**config.mk**
```make
export PLATFORM = sky130hd
export DESIGN_NAME = adc_output_formatter
export DESIGN_NICKNAME = d
export VERILOG_FILES = /design/src/pkg/adc_fmt_pkg.sv /design/src/logic/adc_output_formatter.sv
export SDC_FILE = /design/constraint.sdc
export NUM_CORES = 1
export LEC_CHECK = 0
export ABC_AREA = 1
export BUFFER_PORTS_ARGS = -buffer_cell sky130_fd_sc_hd__buf_2
export CAP_MARGIN = 20
export CORE_ASPECT_RATIO = 1.4
export CORE_MARGIN = 2
export CORE_UTILIZATION = 25
export DETAILED_ROUTE_END_ITERATION = 8
export PLACE_DENSITY_LB_ADDON = 0.08
export REMOVE_ABC_BUFFERS = 1
export SLEW_MARGIN = 30
export SYNTH_ARGS = -nofsm -noshare
export SYNTH_HDL_FRONTEND = slang
export SYNTH_SLANG_ARGS = --single-unit
```
**constraint.sdc**
```tcl
create_clock -name clk_i -period 4.29 [get_ports clk_i]
set_clock_uncertainty 0.15 [all_clocks]
set_input_delay 0.6435 -clock clk_i [delete_from_list [all_inputs] [get_ports clk_i]]
set_output_delay 0.6435 -clock clk_i [all_outputs]
set_load 0.05 [all_outputs]
```
**src/pkg/adc_fmt_pkg.sv**
```systemverilog
`default_nettype none
package adc_fmt_pkg;

  // ----------------------------------------------------------------
  // Register port and register map
  // ----------------------------------------------------------------
  localparam int          ADDR_W        = 7;
  localparam int          DATA_W        = 8;
  localparam logic [6:0]  TIMING_ADDR   = 7'h02;
  localparam logic [6:0]  OUTMODE_ADDR  = 7'h03;
  localparam logic [6:0]  DFMT_ADDR     = 7'h04;
  localparam logic [6:0]  STATUS_ADDR   = 7'h05;
  localparam logic [3:0]  TIMING_RST    = 4'h0;
  localparam logic [6:0]  OUTMODE_RST   = 7'h00;
  localparam logic [5:0]  DFMT_RST      = 6'h00;

  // Timing register fields
  localparam int          STAB_BIT      = 0;
  localparam int          PHASE_LSB     = 1;
  localparam int          INV_BIT       = 3;

  // Output mode register fields
  localparam int          FMT_LSB       = 0;
  localparam int          TERM_BIT      = 3;
  localparam int          CUR_LSB       = 4;

  // Data format register fields
  localparam int          TWOS_BIT      = 0;
  localparam int          SCRAM_BIT     = 1;
  localparam int          ALTPOL_BIT    = 2;
  localparam int          TP_LSB        = 3;

  // Output formats
  typedef enum logic [1:0] {
    FMT_FULL     = 2'b00,
    FMT_DDR_DIFF = 2'b01,
    FMT_DDR_SE   = 2'b10,
    FMT_UNUSED   = 2'b11
  } out_fmt_t;

  // Test patterns
  typedef enum logic [2:0] {
    TP_OFF   = 3'b000,
    TP_ZEROS = 3'b001,
    TP_ONES  = 3'b011,
    TP_CHECK = 3'b101,
    TP_ALT   = 3'b111
  } test_pat_t;

  // Codes and patterns, {overflow, sample bits}
  localparam logic [11:0] MIDSCALE      = 12'h800;
  localparam logic [11:0] CODE_MAX      = 12'hfff;
  localparam logic [11:0] CODE_MIN      = 12'h000;
  localparam logic [11:0] ODD_MASK      = 12'haaa;
  localparam logic [12:0] PAT_CHECK_A   = 13'h1555;
  localparam logic [12:0] PAT_CHECK_B   = 13'h0aaa;
  localparam logic [12:0] PAT_ONES      = 13'h1fff;
  localparam logic [12:0] PAT_ZEROS     = 13'h0000;

  // Timing: one sample period spans eight steps of 45 degrees
  localparam int          CLK_PERIOD_NS = 100;
  localparam int          ENC_PERIOD_NS = 800;
  localparam int          STEPS         = ENC_PERIOD_NS / CLK_PERIOD_NS;

  // Driver current in units of 10 uA, and termination boost 16/10
  localparam logic [9:0]  CUR_DEFAULT   = 10'd350;
  localparam int          TERM_MUL      = 16;
  localparam int          TERM_DIV      = 10;

endpackage
`default_nettype wire

```
**src/logic/adc_output_formatter.sv**
```systemverilog
// The placing of the registers and the plain strobed port were chosen for this implementation.
`timescale 1ns/10ps
`default_nettype none
module adc_output_formatter
  import adc_fmt_pkg::*;
#(
  parameter int RES_W = 14
)
(
  // Clock and reset
  input  wire logic             clk_i,
  input  wire logic             srst_i,
  // Register port
  input  wire logic [6:0]       reg_addr_i,
  input  wire logic [7:0]       reg_wdata_i,
  input  wire logic             reg_wr_i,
  input  wire logic             reg_rd_i,
  output logic      [7:0]       reg_rdata_o,
  // Parallel mode pins
  input  wire logic             par_mode_i,
  input  wire logic             par_fmt_i,
  input  wire logic             par_stab_i,
  // Converter core
  input  wire logic             enc_clk_i,
  input  wire logic [RES_W-1:0] core_result_i,
  // Single-ended outputs
  output logic      [11:0]      sample_bits_o,
  output logic      [5:0]       ddr_bit_pair_lane_o,
  output logic                  overrange_flag_o,
  output logic                  forwarded_clock_true_o,
  output logic                  forwarded_clock_comp_o,
  // Differential outputs
  output logic      [5:0]       lane_p_o,
  output logic      [5:0]       lane_n_o,
  output logic                  overrange_p_o,
  output logic                  overrange_n_o,
  output logic                  fclk_p_o,
  output logic                  fclk_n_o,
  // Driver control
  output logic                  cmos_drive_en_o,
  output logic                  lvds_drive_en_o,
  output logic      [9:0]       driver_current_o,
  output logic                  duty_stabilizer_enable_o
);

  // ----------------------------------------------------------------
  // Functions
  // ----------------------------------------------------------------

  // Saturate the signed core result into {overflow, offset binary}
  function automatic logic [12:0] sat_code(input logic [RES_W-1:0] r);
    logic signed [RES_W-1:0] v;
    v = $signed(r);
    if (v > $signed(RES_W'(2047)))
      sat_code = {1'b1, CODE_MAX};
    else if (v < $signed(-RES_W'(2048)))
      sat_code = {1'b1, CODE_MIN};
    else
      sat_code = {1'b0, r[11:0] ^ MIDSCALE};
  endfunction

  // Coding, randomizer, polarity, then pattern substitution
  function automatic logic [12:0] fmt_word(
    input logic [12:0] s,
    input logic        twos,
    input logic        rnd,
    input logic        altp,
    input logic [2:0]  tp,
    input logic        alt
  );
    logic [11:0] d;
    d = s[11:0];
    if (twos && !altp)
      d[11] = ~d[11];
    if (rnd)
      d[11:1] = d[11:1] ^ {11{d[0]}};
    if (altp)
      d = d ^ ODD_MASK;
    case (tp)
      TP_ZEROS: fmt_word = PAT_ZEROS;
      TP_ONES:  fmt_word = PAT_ONES;
      TP_CHECK: fmt_word = alt ? PAT_CHECK_B : PAT_CHECK_A;
      TP_ALT:   fmt_word = alt ? PAT_ONES : PAT_ZEROS;
      default:  fmt_word = {s[12], d};
    endcase
  endfunction

  // Driver current code to 10 uA units, boosted by termination
  function automatic logic [9:0] cur_lookup(
    input logic [2:0] code,
    input logic       term
  );
    logic [9:0] base;
    case (code)
      3'b000:  base = 10'd350;
      3'b001:  base = 10'd400;
      3'b010:  base = 10'd450;
      3'b100:  base = 10'd300;
      3'b101:  base = 10'd250;
      3'b110:  base = 10'd210;
      3'b111:  base = 10'd175;
      default: base = CUR_DEFAULT;
    endcase
    if (term)
      cur_lookup = 10'((14'(base) * 14'(TERM_MUL)) / 14'(TERM_DIV));
    else
      cur_lookup = base;
  endfunction

  // Pick the even or odd bit of every lane
  function automatic logic [5:0] lane_pick(
    input logic [11:0] d,
    input logic        odd
  );
    for (int i = 0; i < 6; i++)
      lane_pick[i] = odd ? d[2*i+1] : d[2*i];
  endfunction

  // ----------------------------------------------------------------
  // Synchronisers and sample boundary
  // ----------------------------------------------------------------
  logic             enc_meta_q;
  logic             enc_sync_q;
  logic             enc_prev_q;
  logic [RES_W-1:0] res_meta_q;
  logic [RES_W-1:0] res_sync_q;
  logic [2:0]       par_meta_q;
  logic [2:0]       par_sync_q;
  logic             sample_pulse;

  // Two flops on every pin from outside the clock domain
  always_ff @(posedge clk_i)
  begin
    if (srst_i)
    begin
      enc_meta_q <= 1'b0;
      enc_sync_q <= 1'b0;
      enc_prev_q <= 1'b0;
      res_meta_q <= '0;
      res_sync_q <= '0;
      par_meta_q <= 3'h0;
      par_sync_q <= 3'h0;
    end
    else
    begin
      enc_meta_q <= enc_clk_i;
      enc_sync_q <= enc_meta_q;
      enc_prev_q <= enc_sync_q;
      res_meta_q <= core_result_i;
      res_sync_q <= res_meta_q;
      par_meta_q <= {par_stab_i, par_fmt_i, par_mode_i};
      par_sync_q <= par_meta_q;
    end
  end

  // Rising encode edge marks a sample boundary
  assign sample_pulse = enc_sync_q & ~enc_prev_q;

  // ----------------------------------------------------------------
  // Registers
  // ----------------------------------------------------------------
  logic [3:0] timing_q;
  logic [6:0] outmode_q;
  logic [5:0] dfmt_q;
  logic       wr_timing;
  logic       wr_outmode;
  logic       wr_dfmt;
  logic [7:0] rdata_d;
  logic [7:0] status_word;

  assign wr_timing  = reg_wr_i && (reg_addr_i == TIMING_ADDR);
  assign wr_outmode = reg_wr_i && (reg_addr_i == OUTMODE_ADDR);
  assign wr_dfmt    = reg_wr_i && (reg_addr_i == DFMT_ADDR);

  // Software writes to the mode registers
  always_ff @(posedge clk_i)
  begin
    if (srst_i)
    begin
      timing_q  <= TIMING_RST;
      outmode_q <= OUTMODE_RST;
      dfmt_q    <= DFMT_RST;
    end
    else
    begin
      if (wr_timing)
        timing_q <= reg_wdata_i[3:0];
      if (wr_outmode)
        outmode_q <= reg_wdata_i[6:0];
      if (wr_dfmt)
        dfmt_q <= reg_wdata_i[5:0];
    end
  end

  // ----------------------------------------------------------------
  // Effective settings
  // ----------------------------------------------------------------
  logic       par_mode;
  out_fmt_t   eff_fmt;
  logic [1:0] eff_phase;
  logic       eff_inv;
  logic       eff_twos;
  logic       eff_scram;
  logic       eff_altpol;
  logic [2:0] eff_tp;
  logic [2:0] eff_cur;
  logic       eff_term;
  logic       eff_stab;

  // Pin mode offers only full rate or DDR differential
  assign par_mode  = par_sync_q[0];
  assign eff_fmt   = par_mode ? (par_sync_q[1] ? FMT_DDR_DIFF : FMT_FULL)
                   : (outmode_q[FMT_LSB+:2] == FMT_UNUSED) ? FMT_FULL
                   : out_fmt_t'(outmode_q[FMT_LSB+:2]);
  assign eff_phase = par_mode ? 2'b00 : timing_q[PHASE_LSB+:2];
  assign eff_inv   = par_mode ? 1'b0 : timing_q[INV_BIT];
  assign eff_stab  = par_mode ? par_sync_q[2] : timing_q[STAB_BIT];
  assign eff_twos  = !par_mode && dfmt_q[TWOS_BIT];
  assign eff_scram = !par_mode && dfmt_q[SCRAM_BIT];
  assign eff_altpol = !par_mode && dfmt_q[ALTPOL_BIT];
  assign eff_tp    = par_mode ? TP_OFF : dfmt_q[TP_LSB+:3];
  assign eff_cur   = par_mode ? 3'b000 : outmode_q[CUR_LSB+:3];
  assign eff_term  = !par_mode && outmode_q[TERM_BIT];

  // ----------------------------------------------------------------
  // Sample pipeline and phase counter
  // ----------------------------------------------------------------
  out_fmt_t   act_fmt_q;
  logic [1:0] act_phase_q;
  logic       act_inv_q;
  logic [12:0] word_q;
  logic [12:0] sat_now;
  logic [12:0] word_d;
  logic        alt_q;
  logic [2:0]  ph_q;

  assign sat_now = sat_code(res_sync_q);
  assign word_d  = fmt_word(sat_now, eff_twos, eff_scram, eff_altpol,
                            eff_tp, alt_q);

  // Word and settings latch together at each sample boundary
  always_ff @(posedge clk_i)
  begin
    if (srst_i)
    begin
      act_fmt_q   <= FMT_FULL;
      act_phase_q <= 2'b00;
      act_inv_q   <= 1'b0;
      word_q      <= 13'h0000;
      alt_q       <= 1'b0;
      ph_q        <= 3'h0;
    end
    else if (sample_pulse)
    begin
      act_fmt_q   <= eff_fmt;
      act_phase_q <= eff_phase;
      act_inv_q   <= eff_inv;
      word_q      <= word_d;
      alt_q       <= ~alt_q;
      ph_q        <= 3'h0;
    end
    else
      ph_q <= ph_q + 3'h1;
  end

  // ----------------------------------------------------------------
  // Output stage
  // ----------------------------------------------------------------
  logic [2:0] ph_shift;
  logic       fclk_lvl;
  logic [5:0] lanes;
  logic       is_full;
  logic       is_diff;

  // Clock delayed in eighth-period steps, then optionally inverted
  assign ph_shift = ph_q - {1'b0, act_phase_q};
  assign fclk_lvl = ph_shift[2] ^ act_inv_q;
  assign lanes    = lane_pick(word_q[11:0], ph_q[2]);
  assign is_full  = (act_fmt_q == FMT_FULL);
  assign is_diff  = (act_fmt_q == FMT_DDR_DIFF);

  // Drive the pins of the selected format, others held low
  always_ff @(posedge clk_i)
  begin
    if (srst_i)
    begin
      sample_bits_o          <= 12'h000;
      ddr_bit_pair_lane_o    <= 6'h00;
      overrange_flag_o       <= 1'b0;
      forwarded_clock_true_o <= 1'b0;
      forwarded_clock_comp_o <= 1'b0;
      lane_p_o               <= 6'h00;
      lane_n_o               <= 6'h00;
      overrange_p_o          <= 1'b0;
      overrange_n_o          <= 1'b0;
      fclk_p_o               <= 1'b0;
      fclk_n_o               <= 1'b0;
      cmos_drive_en_o        <= 1'b0;
      lvds_drive_en_o        <= 1'b0;
    end
    else
    begin
      sample_bits_o          <= is_full ? word_q[11:0] : 12'h000;
      ddr_bit_pair_lane_o    <= (!is_full && !is_diff) ? lanes : 6'h00;
      overrange_flag_o       <= !is_diff && word_q[12];
      forwarded_clock_true_o <= !is_diff && fclk_lvl;
      forwarded_clock_comp_o <= !is_diff && !fclk_lvl;
      lane_p_o               <= is_diff ? lanes : 6'h00;
      lane_n_o               <= is_diff ? ~lanes : 6'h00;
      overrange_p_o          <= is_diff && word_q[12];
      overrange_n_o          <= is_diff && !word_q[12];
      fclk_p_o               <= is_diff && fclk_lvl;
      fclk_n_o               <= is_diff && !fclk_lvl;
      cmos_drive_en_o        <= !is_diff;
      lvds_drive_en_o        <= is_diff;
    end
  end

  // Driver current and stabilizer follow the effective settings directly
  always_ff @(posedge clk_i)
  begin
    if (srst_i)
    begin
      driver_current_o         <= CUR_DEFAULT;
      duty_stabilizer_enable_o <= 1'b0;
    end
    else
    begin
      driver_current_o         <= cur_lookup(eff_cur, eff_term);
      duty_stabilizer_enable_o <= eff_stab;
    end
  end

  // ----------------------------------------------------------------
  // Read back
  // ----------------------------------------------------------------
  assign status_word = {3'h0, par_mode, act_fmt_q, fclk_lvl, word_q[12]};
  assign rdata_d = (reg_addr_i == TIMING_ADDR)  ? {4'h0, timing_q}
                 : (reg_addr_i == OUTMODE_ADDR) ? {1'b0, outmode_q}
                 : (reg_addr_i == DFMT_ADDR)    ? {2'h0, dfmt_q}
                 : (reg_addr_i == STATUS_ADDR)  ? status_word
                 : 8'h00;

  // Read data stands only in the cycle after the strobe
  always_ff @(posedge clk_i)
  begin
    if (srst_i)
      reg_rdata_o <= 8'h00;
    else
      reg_rdata_o <= reg_rd_i ? rdata_d : 8'h00;
  end
endmodule
`default_nettype wire

```
Word level (Yosys, flattened, before mapping)
Cells that the tools add are included.
{"block": "classes", "addsub": 2, "div_mod_pow": 1, "n_lt_le_gt_ge": 2, "n_eq_ne": 16, "n_mux": 29, "bitwise_logic": 13, "n_reduce_logical": 30}
{"op": "9-bit case mux with 6 select lines", "n": 1}
{"op": "13-bit two-way mux", "n": 4}
{"op": "13-bit case mux with 4 select lines", "n": 1}
{"op": "10-bit two-way mux", "n": 2}
{"op": "3-bit == test, second input constant", "n": 6}
{"op": "1-bit logical AND", "n": 16}
{"op": "14-bit by 4-bit divider with 14-bit output, second input constant", "n": 1}
{"op": "7-bit by 2-bit == test with 1-bit output, second input constant", "n": 2}
{"op": "7-bit by 3-bit == test with 1-bit output, second input constant", "n": 2}
{"op": "14-bit by 12-bit > comparator with 1-bit output, second input constant", "n": 1}
{"op": "14-bit by 12-bit < comparator with 1-bit output, second input constant", "n": 1}
{"op": "12-bit two-way mux", "n": 1}
{"op": "6-bit NOT", "n": 2}
{"op": "11-bit two-way mux", "n": 1}
{"op": "11-bit bitwise XOR", "n": 1}
{"op": "1-bit two-way mux", "n": 10}
{"op": "2-bit OR reduction", "n": 5}
{"op": "1-bit NOT", "n": 8}
{"op": "7-bit two-way mux", "n": 1}
{"op": "3-bit by 1-bit == test with 1-bit output, second input constant", "n": 2}
{"op": "3-bit by 2-bit == test with 1-bit output, second input constant", "n": 2}
{"op": "1-bit logical NOT", "n": 6}
{"op": "2-bit two-way mux", "n": 3}
{"op": "3-bit two-way mux", "n": 2}
{"op": "other kinds (12)", "n": 12}
{"block": "totals", "ff_bits": 134, "inputBits": 37, "out_inout_bits": 58, "word_cells": 127}

Logic depth before layout (Yosys ltp)
Gate-level depths: netlist of the first run.
{"block": "depth", "word_depth": 10, "depth_mapped": 29, "mapped_depth_nobuf": 27}

Least setup slack after synthesis of the first run
Ideal clock, no wire load.
{"block": "synth_path", "kind": "register to register", "start": "reg par_sync_q[0]", "end": "reg driver_current_o[0]", "setup_time_ps": 112, "t_arrival_ps": 2985, "required_ps": 4028, "path_slack_ps": 1043, "stages_incl_launch_ff": 25, "path_cell_list": "dfxtp_1 buf_6 inv_6 buf_6 nand3_2 nand2_2 nand2_4 ha_1 nand4_1 nand3_4 inv_1 nand2_1 nand2_1 inv_1 ha_1 inv_1 nand3_4 ha_1 inv_1 o21ai_0 o21ai_0 nor2_1 nand2_1 nand2_1 nand2_1"}
{"block": "synth_via", "elab_chain_len": 6, "word_cells_on_any_way": 13, "classes_between": "div: 1; eq/ne: 6; mux: 4; reduce/logical: 2"}
{"item": "from (decl)", "line_no": "adc_output_formatter.sv:128", "source": "logic [2:0] par_sync_q;"}
{"item": "from (signal assigned)", "line_no": "adc_output_formatter.sv:152", "source": "par_sync_q <= par_meta_q;"}
{"item": "3-bit two-way mux", "line_no": "adc_output_formatter.sv:222", "source": "assign eff_cur = par_mode ? 3'b000 : outmode_q[CUR_LSB+:3];"}
{"item": "3-bit == test (tied with other cells)", "line_no": "adc_output_formatter.sv:94", "source": "case (code)"}
{"item": "9-bit case mux with 6 select lines", "line_no": "adc_output_formatter.sv:94"}
{"item": "10-bit two-way mux", "line_no": "adc_output_formatter.sv:322", "source": "if (srst_i)"}
{"item": "14-bit by 4-bit divider with 14-bit output", "line_no": "adc_output_formatter.sv:105", "source": "cur_lookup = 10'((14'(base) * 14'(TERM_MUL)) / 14'(TERM_DIV));"}
{"item": "10-bit two-way mux (*)", "line_no": "adc_output_formatter.sv:104", "source": "if (term)"}
{"item": "to (signal assigned)", "line_no": "adc_output_formatter.sv:329", "source": "driver_current_o <= cur_lookup(eff_cur, eff_term);"}
{"item": "to (decl)", "line_no": "adc_output_formatter.sv:42", "source": "output logic [9:0] driver_current_o,"}
Every way passes the cells marked *; elsewhere a longest branch is shown, timed or not. The select of a mux whose other input is x is not followed.
A chain may end at the register's enable or synchronous reset.

Final worst setup path of the first run
Same ends and word-level chain as after synthesis.

==> results of run 1 <==
-- Yosys cell counts (2+ instances only) --
cell type / number / share of area (%)
dfxtp_1: 133 / 51
nor2_4: 4 / 0.86
o211ai_1: 4 / 0.57
nand4_1: 4 / 0.48
a31oi_1: 2 / 0.24
nand2_4: 2 / 0.43
a221oi_1: 16 / 2.7
clkinv_1: 3 / 0.22
clkbuf_1: 17 / 1.2
a21oi_1: 25 / 2.4
o21ai_0: 54 / 5.2
xor2_1: 5 / 0.84
nand3_1: 21 / 2.0
conb_1: 2 / 0.14
nor2_2: 2 / 0.24
nor4_1: 2 / 0.24
o41ai_1: 2 / 0.34
inv_2: 4 / 0.29
nand4_2: 2 / 0.48
nor3_1: 4 / 0.38
nand2_1: 64 / 4.6
nor2_1: 105 / 7.5
or2_2: 4 / 0.48
nand3_4: 2 / 0.67
ha_1: 7 / 1.7
buf_4: 2 / 0.29
nand2_2: 7 / 0.84
buf_6: 2 / 0.43
inv_1: 115 / 8.3
nand3_2: 6 / 1.1
xnor2_1: 7 / 1.2
o22ai_1: 8 / 0.96
-- cell families (layout without fill, tap and decap cells) --
kind of cell             count (synthesis)  count (layout)  share of synthesized area [%]
flip-flops                             133             133                           50.9
other                                    2               3                          0.144
buffers and inverters                  145             249                           10.9
adder cells (fa/ha/maj)                  7               7                           1.68
AND/OR/NAND/NOR                        230             230                           20.8
AO/OA/AOI/OAI                          118             118                           13.5
XOR/XNOR                                12              12                           2.01
-- power by group --
part,leakage [nW],switching (mW),total (mW),internal [mW]
combinational,1.66,0.127,0.190,0.0632
clock,0.280,0.580,1.41,0.827
sequential,1.08,0.0170,1.29,1.27
total,3.02,0.724,2.89,2.16
-- metal layers --
metal / wire length (um) / global-route usage [%]
met5: 0 / 0
met4: 243 / 5.72
met3: 458 / 3.09
met2: 6470 / 20.8
met1: 5340 / 13.0
-- through the flow --
step / total power [mW] / util, %
6_report: 2.89 / 31.7
5_1_grt: 3.01 / 31.7
4_1_cts: 2.93 / 31.7
3_5_place_dp: 1.51 / 28.9
3_3_place_gp: 1.51 / 28.9
2_1_floorplan: 1.44 / -
-- area by class of cell --
class | count | area share, %
Timing Repair Buffer | 94 | 7.32
Clock inverter | 14 | 2.12
Clock buffer | 18 | 6.76
Sequential cell | 133 | 41.0
Multi-Input combinational cell | 370 | 30.7
Tap cell | 256 | 4.93
Inverter | 123 | 7.18
-- worst max-delay path: cells and delay by family, from the launching register on --
family	cells	cell delay, ns
compound gates	2	0.39
fa+ha+maj	3	0.88
buf+inv	5	0.45
flops	1	0.59
simple gates	13	1.25
-- state kept, by name (all words and copies together), names as in the netlist, 2 cells and up --
name / count
par_sync_q: 3
sample_bits_o: 12
timing_q: 4
ph_q: 3
word_q: 13
act_fmt_q: 2
res_sync_q: 14
lane_p_o: 6
driver_current_o: 10
res_meta_q: 14
dfmt_q: 6
par_meta_q: 3
ddr_bit_pair_lane_o: 6
outmode_q: 7
lane_n_o: 6
act_phase_q: 2
reg_rdata_o: 7
-- final timing paths --
check                                         startpoint                        endpoint
worst min-delay path            res_meta_q[6]$_SDFF_PP0_        res_sync_q[6]$_SDFF_PP0_
worst min register to register  res_meta_q[6]$_SDFF_PP0_        res_sync_q[6]$_SDFF_PP0_
worst max-delay path            par_sync_q[0]$_SDFF_PP0_  driver_current_o[0]$_SDFF_PP0_
worst max register to register  par_sync_q[0]$_SDFF_PP0_  driver_current_o[0]$_SDFF_PP0_
==> impl_metrics.env, run 1 <==
export IMPL_fin_ws_ns=0.481
export IMPL_leakagePower_nw=3.02
export IMPL_p_per_area_nw_per_um2=444
export IMPL_worst_hold_path_type="flip-flop to flip-flop"
export IMPL_initial_core_util_pct=25.5
export IMPL_fin_setup_tns_ns=0
export IMPL_grt_pass1_vias=4199
export IMPL_cts_hold_buf=0
export IMPL_rows=62
export IMPL_maxCapViolCount=0
export IMPL_fmax_mhz=263
export IMPL_path_cells="inv_6 -> nand2_1 -> nand2_1 -> nand2_2 -> nand2_4 -> ha_1 -> nand4_1 -> nand3_4 -> inv_1 -> nand2_1 -> nand2_1 -> inv_1 -> ha_1 -> inv_1 -> nand3_4 -> ha_1 -> inv_1 -> o21ai_0 -> o21ai_0 -> nor2_1 -> nand2_1 -> nand2_1 -> nand2_1"
export IMPL_placedCellCount=976
export IMPL_synthCells=647
export IMPL_clockBufferDepth=2
export IMPL_cts_resized=0
export IMPL_final_cell_area_sq_um=6500
export IMPL_multi_input_area_sq_um=2000
export IMPL_core_area_sq_um=20500
export IMPL_gr_total_overflow=0
export IMPL_outcome="completed"
export IMPL_drc=0
export IMPL_drtAntennaViolNets=0
export IMPL_path_max_fanout=12
export IMPL_ctsHtreeMaxLevel=4
export IMPL_synth_edf_count=0
export IMPL_netlist_area_sq_um=5230
export IMPL_fp_dieW_um=126
export IMPL_cts_tree="done"
export IMPL_clock_latency_ns=0.42
export IMPL_antennaDiodeCount=0
export IMPL_place_gp_congestion=0.772
export IMPL_final_setup_viol_count=0
export IMPL_drt_total_wl_um=12500
export IMPL_cts_setup_buffers=0
export IMPL_start_kind="flip-flop"
export IMPL_cp_common_cell="nand2_1"
export IMPL_grt_max_degree=62
export IMPL_hold_slack_ns=0.253
export IMPL_dieArea_sq_um=22100
export IMPL_finalCritPeriodShare_pct=88.8
export IMPL_worst_slew_pin_slew_ns=0.814
export IMPL_vias=4195
export IMPL_crit_slowest_cell="dfxtp_1"
export IMPL_grt_setup_unrepaired="no"
export IMPL_layout_common_cells="dfxtp_1 (133), inv_1 (115), nor2_1 (105)"
export IMPL_root_buffer="clkbuf_16"
export IMPL_ys_seq_elements=133
export IMPL_slew_headroom_pct=45.3
export IMPL_area_growth_synth_to_final_pct=24.3
export IMPL_crit_path_end_kind="flip-flop"
export IMPL_grt_pass1_wl_um=20600
export IMPL_ys_types=42
export IMPL_hpwl_um=9570
export IMPL_drtIter0Drc=127
export IMPL_ioPinCount=95
export IMPL_peakVddDrop_uv=275
export IMPL_instances_no_fill=1008
export IMPL_grt_usage_pct=11.8
export IMPL_antenna_found_initial=0
export IMPL_worstPathArrival_ns=3.96
export IMPL_fill_cells=2260
export IMPL_clk_pin_slew_ns=0.06
export IMPL_reg2reg_depth=23
export IMPL_cts_buffers=17
export IMPL_firstDrtPassIters=4
export IMPL_fin_crit_ns=3.81
export IMPL_dpl_cell_area_sq_um=5920
export IMPL_register_area_sq_um=2660
export IMPL_routedWlPerCell_um=12.4
export IMPL_layout_commonest_cell="dfxtp_1"
export IMPL_nets=783
export IMPL_yosysWarningCount=0
export IMPL_ys_flop_type="dfxtp_1"
export IMPL_worstHoldPathCells=2
export IMPL_port_buffers=92
export IMPL_rrSetupSlack_ns=0.48
export IMPL_max_stage_delay_ns=0.59
export IMPL_yosysSeqAreaShare_pct=50.9
export IMPL_worstPathRequired_ns=4.44
export IMPL_fp_dieH_um=175
export IMPL_hold_violations=0
export IMPL_cts_sinks=133
export IMPL_drive_gt1_share_pct=21.5
export IMPL_final_max_slew_viol_count=0
export IMPL_via_per_inst=4.16
export IMPL_dp_slack_ns=0.450
export IMPL_path_class="flip-flop to flip-flop"
export IMPL_postSynth_asyncResetShare_pct=0
export IMPL_synth_avg_cell_area_sq_um=8.08
No activity file was read; power rests on OpenSTA's default activity.
==> run 2, diff against run 1 <==
- CELL_PAD_IN_SITES_DETAIL_PLACEMENT: unset -> 1
- CELL_PAD_IN_SITES_GLOBAL_PLACEMENT: unset -> 2
==> impl_metrics.env, run 2 (synthesis gave the netlist of run 1 again) <==
export IMPL_cts_setup_buffers=0
export IMPL_grt_max_degree=32
export IMPL_crit_slowest_cell="dfxtp_1"
export IMPL_root_buffer="clkbuf_16"
export IMPL_final_max_slew_viol_count=0
export IMPL_routedWlPerCell_um=13.9
export IMPL_place_gp_congestion=0.739
export IMPL_grt_setup_unrepaired="no"
export IMPL_clk_pin_slew_ns=0.07
export IMPL_fmax_mhz=263
export IMPL_fin_setup_tns_ns=0
export IMPL_layout_commonest_cell="dfxtp_1"
export IMPL_leakagePower_nw=3.04
export IMPL_gr_total_overflow=0
export IMPL_utilization_pct=31.9
export IMPL_firstDrtPassIters=4
export IMPL_final_setup_viol_count=0
export IMPL_initial_core_util_pct=25.5
export IMPL_hold_violations=0
export IMPL_antennaDiodeCount=0
export IMPL_peakVddDrop_uv=235
export IMPL_cts_tree="done"
export IMPL_path_cells="inv_6 -> nand2_1 -> nand2_1 -> nand2_2 -> nand2_4 -> ha_1 -> nand4_1 -> nand3_4 -> inv_1 -> nand2_1 -> nand2_1 -> inv_1 -> ha_1 -> inv_1 -> nand3_4 -> ha_1 -> inv_1 -> o21ai_0 -> o21ai_0 -> nor2_1 -> nand2_1 -> nand2_1 -> nand2_1"
export IMPL_port_buffers=92
export IMPL_antenna_found_initial=0
export IMPL_slew_headroom_pct=60.9
export IMPL_crit_path_end_kind="flip-flop"
export IMPL_outcome="completed"
export IMPL_cts_resized=0
export IMPL_nets=786
export IMPL_finalCritPeriodShare_pct=88.6
export IMPL_ctsHtreeMaxLevel=4
export IMPL_maxCapViolCount=0
export IMPL_grt_pass1_vias=4618
export IMPL_critical_path_buf_inv_count=5
export IMPL_cts_buffers=17
export IMPL_via_per_inst=4.33
export IMPL_top_regs="res_meta_q x14, res_sync_q x14, word_q x13"
export IMPL_area_growth_synth_to_final_pct=25.0
export IMPL_clockBufferDepth=2
export IMPL_cp_common_cell="nand2_1"
export IMPL_critPathTopFamily="simple AND/OR/NAND/NOR gates"
export IMPL_start_kind="flip-flop"
export IMPL_hpwl_um=10700
export IMPL_core_area_sq_um=20500
export IMPL_path_max_fanout=12
export IMPL_drive_gt1_share_pct=21.9
export IMPL_cts_sinks=133
export IMPL_drc=0
export IMPL_cts_hold_buf=0
export IMPL_worst_hold_path_type="flip-flop to flip-flop"
export IMPL_worstPathRequired_ns=4.47
export IMPL_fp_dieW_um=126
export IMPL_fp_dieH_um=175
export IMPL_dieArea_sq_um=22100
export IMPL_drt_total_wl_um=14000
export IMPL_ioPinCount=95
export IMPL_fin_crit_ns=3.80
export IMPL_vias=4376
export IMPL_clock_latency_ns=0.43
export IMPL_max_stage_delay_ns=0.60
export IMPL_drtIter0Drc=170
export IMPL_path_class="flip-flop to flip-flop"
export IMPL_rows=62
export IMPL_p_per_area_nw_per_um2=446
export IMPL_grt_pass1_wl_um=23100
export IMPL_worstPathArrival_ns=3.98
export IMPL_drtAntennaViolNets=0
export IMPL_worst_slew_pin_slew_ns=0.584
export IMPL_grt_usage_pct=13.3
export IMPL_layout_common_cells="dfxtp_1 (133), inv_1 (115), nor2_1 (105)"
==> run 2: changes by cell type in the layout (fill, tap and decap cells not counted) <==
cell,change
buf_4,+3
bufinv_16,-1
clkbuf_8,-1
clkinv_2,-1
clkinv_4,+2
clkinv_8,+3
clkinvlp_4,-1
inv_6,-6
inv_8,+5
==> run 2: final cells by class <==
type                            count  area [sq um]
Inverter                          123           467
Multi-Input combinational cell    370          2000
Clock inverter                     15           165
Clock buffer                       17           425
Sequential cell                   133          2660
Timing Repair Buffer               97           498
Fill cell                        2506         13900
Tap cell                          256           320
==> run 2: worst register-to-register path: cells and delay by family (launching register included) <==
kind	cells	cell delay [ns]
buffers and inverters	5	0.51
flip-flops	1	0.60
AO/OA/AOI/OAI	2	0.33
AND/OR/NAND/NOR	13	1.21
adder cells (fa/ha/maj)	3	0.90
==> run 2: stage by stage <==
stage | cells | hold WS (ns) | total power, mW | worst slack [ns] | area, sq um
after detailed placement | 979 | 0.248 | 1.52 | 0.437 | 5940
after floorplan | 626 | 0.238 | 1.44 | 0.979 | 5120
after global routing | 1011 | 0.258 | 3.05 | 0.0962 | 6530
final | 1011 | 0.248 | 2.92 | 0.487 | 6530
after CTS | 1011 | 0.252 | 2.96 | 0.422 | 6530
after global placement | 979 | 0.244 | 1.51 | 0.578 | 5940
==> run 2: path summary, 6_finish.rpt <==
path | slack (ns) | start | to | cells past startpoint
setup / recovery | 0.49 | par_sync_q[0]$_SDFF_PP0_ | driver_current_o[0]$_SDFF_PP0_ | 23
hold / removal | 0.25 | par_meta_q[0]$_SDFF_PP0_ | par_sync_q[0]$_SDFF_PP0_ | 2
setup reg to reg | 0.49 | par_sync_q[0]$_SDFF_PP0_ | driver_current_o[0]$_SDFF_PP0_ | 23
hold reg to reg | 0.25 | par_meta_q[0]$_SDFF_PP0_ | par_sync_q[0]$_SDFF_PP0_ | 2
==> run 2: metal layers <==
layer	up-vias	global-route usage [%]	wire, um
li1	2245	-	-
met1	2029	14.7	6020
met2	78	23.7	7190
met3	24	3.70	495
met4	0	5.31	316
met5	-	0	0
==> run 2: power by group <==
group,switching (mW),internal [mW]
Combinational,0.130,0.0646
Clock,0.651,0.779
Sequential,0.0188,1.27
Total,0.800,2.12
==> run 3, diff against run 2 <==
- CELL_PAD_IN_SITES_GLOBAL_PLACEMENT: 2 -> 1
==> impl_metrics.env, run 3 (synthesis gave the netlist of run 1 again) <==
export IMPL_outcome="completed"
export IMPL_routedWlPerCell_um=13.5
export IMPL_port_buffers=92
export IMPL_worst_slew_pin_slew_ns=0.834
export IMPL_drt_total_wl_um=13600
export IMPL_fp_dieH_um=175
export IMPL_firstDrtPassIters=4
export IMPL_ioPinCount=95
export IMPL_start_kind="flip-flop"
export IMPL_slew_headroom_pct=43.9
export IMPL_initial_core_util_pct=25.5
export IMPL_worstPathArrival_ns=3.98
export IMPL_dp_slack_ns=0.448
export IMPL_top_regs="res_meta_q x14, res_sync_q x14, word_q x13"
export IMPL_dieArea_sq_um=22100
export IMPL_drtAntennaViolNets=0
export IMPL_drive_gt1_share_pct=21.8
export IMPL_grt_max_degree=38
export IMPL_leakagePower_nw=3.04
export IMPL_crit_slowest_cell="dfxtp_1"
export IMPL_path_cells="inv_6 -> nand2_1 -> nand2_1 -> nand2_2 -> nand2_4 -> ha_1 -> nand4_1 -> nand3_4 -> inv_1 -> nand2_1 -> nand2_1 -> inv_1 -> ha_1 -> inv_1 -> nand3_4 -> ha_1 -> inv_1 -> o21ai_0 -> o21ai_0 -> nor2_1 -> nand2_1 -> nand2_1 -> nand2_1"
export IMPL_drc=0
export IMPL_gr_total_overflow=0
export IMPL_final_cell_area_sq_um=6520
export IMPL_path_class="flip-flop to flip-flop"
export IMPL_root_buffer="clkbuf_16"
export IMPL_fin_ws_ns=0.477
export IMPL_fin_setup_tns_ns=0
export IMPL_hpwl_um=10600
export IMPL_via_per_inst=4.30
export IMPL_crit_path_end_kind="flip-flop"
export IMPL_p_per_area_nw_per_um2=448
export IMPL_grt_usage_pct=12.8
export IMPL_cp_common_cell="nand2_1"
export IMPL_maxCapViolCount=0
export IMPL_vias=4339
export IMPL_place_gp_congestion=0.764
export IMPL_fmax_mhz=262
export IMPL_rrSetupSlack_ns=0.48
export IMPL_cts_sinks=133
export IMPL_clock_latency_ns=0.42
export IMPL_clockBufferDepth=2
export IMPL_grt_pass1_vias=4574
export IMPL_worstPathRequired_ns=4.46
export IMPL_cts_hold_buf=0
export IMPL_grt_pass1_wl_um=22500
export IMPL_area_growth_synth_to_final_pct=24.8
export IMPL_path_max_fanout=12
export IMPL_final_setup_viol_count=0
export IMPL_hold_violations=0
export IMPL_cts_tree="done"
export IMPL_finalCritPeriodShare_pct=88.9
export IMPL_layout_common_cells="dfxtp_1 (133), inv_1 (115), nor2_1 (105)"
export IMPL_antennaDiodeCount=0
export IMPL_ctsHtreeMaxLevel=4
export IMPL_antenna_found_initial=0
export IMPL_grt_setup_unrepaired="no"
export IMPL_nets=785
export IMPL_fp_dieW_um=126
export IMPL_max_stage_delay_ns=0.60
export IMPL_drtIter0Drc=163
export IMPL_peakVddDrop_uv=246
export IMPL_fin_crit_ns=3.81
export IMPL_clk_pin_slew_ns=0.06
export IMPL_cts_buffers=17
export IMPL_worst_hold_path_type="flip-flop to flip-flop"
export IMPL_layout_commonest_cell="dfxtp_1"
export IMPL_rows=62
export IMPL_cts_setup_buffers=0
export IMPL_final_max_slew_viol_count=0
export IMPL_core_area_sq_um=20500
export IMPL_dpl_cell_area_sq_um=5940
export IMPL_cts_resized=0
## run 3: cell count changes in the layout (fill, tap and decap cells not counted)
| cell | delta |
|---|---|
| bufinv_16 | +1 |
| clkinv_8 | -3 |
| inv_6 | +6 |
| inv_8 | -2 |
| clkinv_4 | -2 |
| buf_4 | -1 |
## run 3: worst max-delay path: cells and delay by family, from the launching register on
family	cells	cell delay (ns)
AOI/OAI and AO/OA	2	0.36
DFF	1	0.60
and+or+nand+nor	13	1.24
adders and majority gates	3	0.87
buffers and inverters	5	0.48
## run 3: stage by stage
stage | total power [mW] | util, % | cells | hold slack, ns
floorplan | 1.44 | - | 626 | 0.238
CTS | 2.97 | 31.8 | 1010 | 0.256
finish | 2.92 | 31.8 | 1010 | 0.253
global route | 3.05 | 31.8 | 1010 | 0.272
global placement | 1.51 | 29.0 | 978 | 0.242
detailed placement | 1.52 | 29.0 | 978 | 0.247
## run 3: final cells by class
type                    count  area (sq um)
repair buffers             96           490
well taps                 256           320
fillers                  2529         14000
flip-flops and latches    133          2660
inverters                 123           467
clock buffers              17           425
clock inverters            15           159
multi-input cells         370          2000
## run 3: report_power, final
group	internal, mW	total, mW	switching (mW)
Sequential	1.27	1.29	0.0174
Clock	0.824	1.44	0.611
Combinational	0.0643	0.193	0.129
Total	2.16	2.92	0.757
## run 3: path summary, 6_finish.rpt
check,end,depth (start not counted),startpoint
worst max-delay path,driver_current_o[0]$_SDFF_PP0_,23,par_sync_q[0]$_SDFF_PP0_
worst min-delay path,res_sync_q[5]$_SDFF_PP0_,2,res_meta_q[5]$_SDFF_PP0_
worst max register to register,driver_current_o[0]$_SDFF_PP0_,23,par_sync_q[0]$_SDFF_PP0_
worst min register to register,res_sync_q[5]$_SDFF_PP0_,2,res_meta_q[5]$_SDFF_PP0_
## run 3: metal layers
layer  track usage, %  routed length, um  share of wire (%)  vias up
li1                 -                  -                  -     2241
met1             14.0               5560                 41     1980
met2             23.3               7180                 53       95
met3             2.69                539                4.0       23
met4             6.41                318                2.3        0
met5                0                  0                  0        -
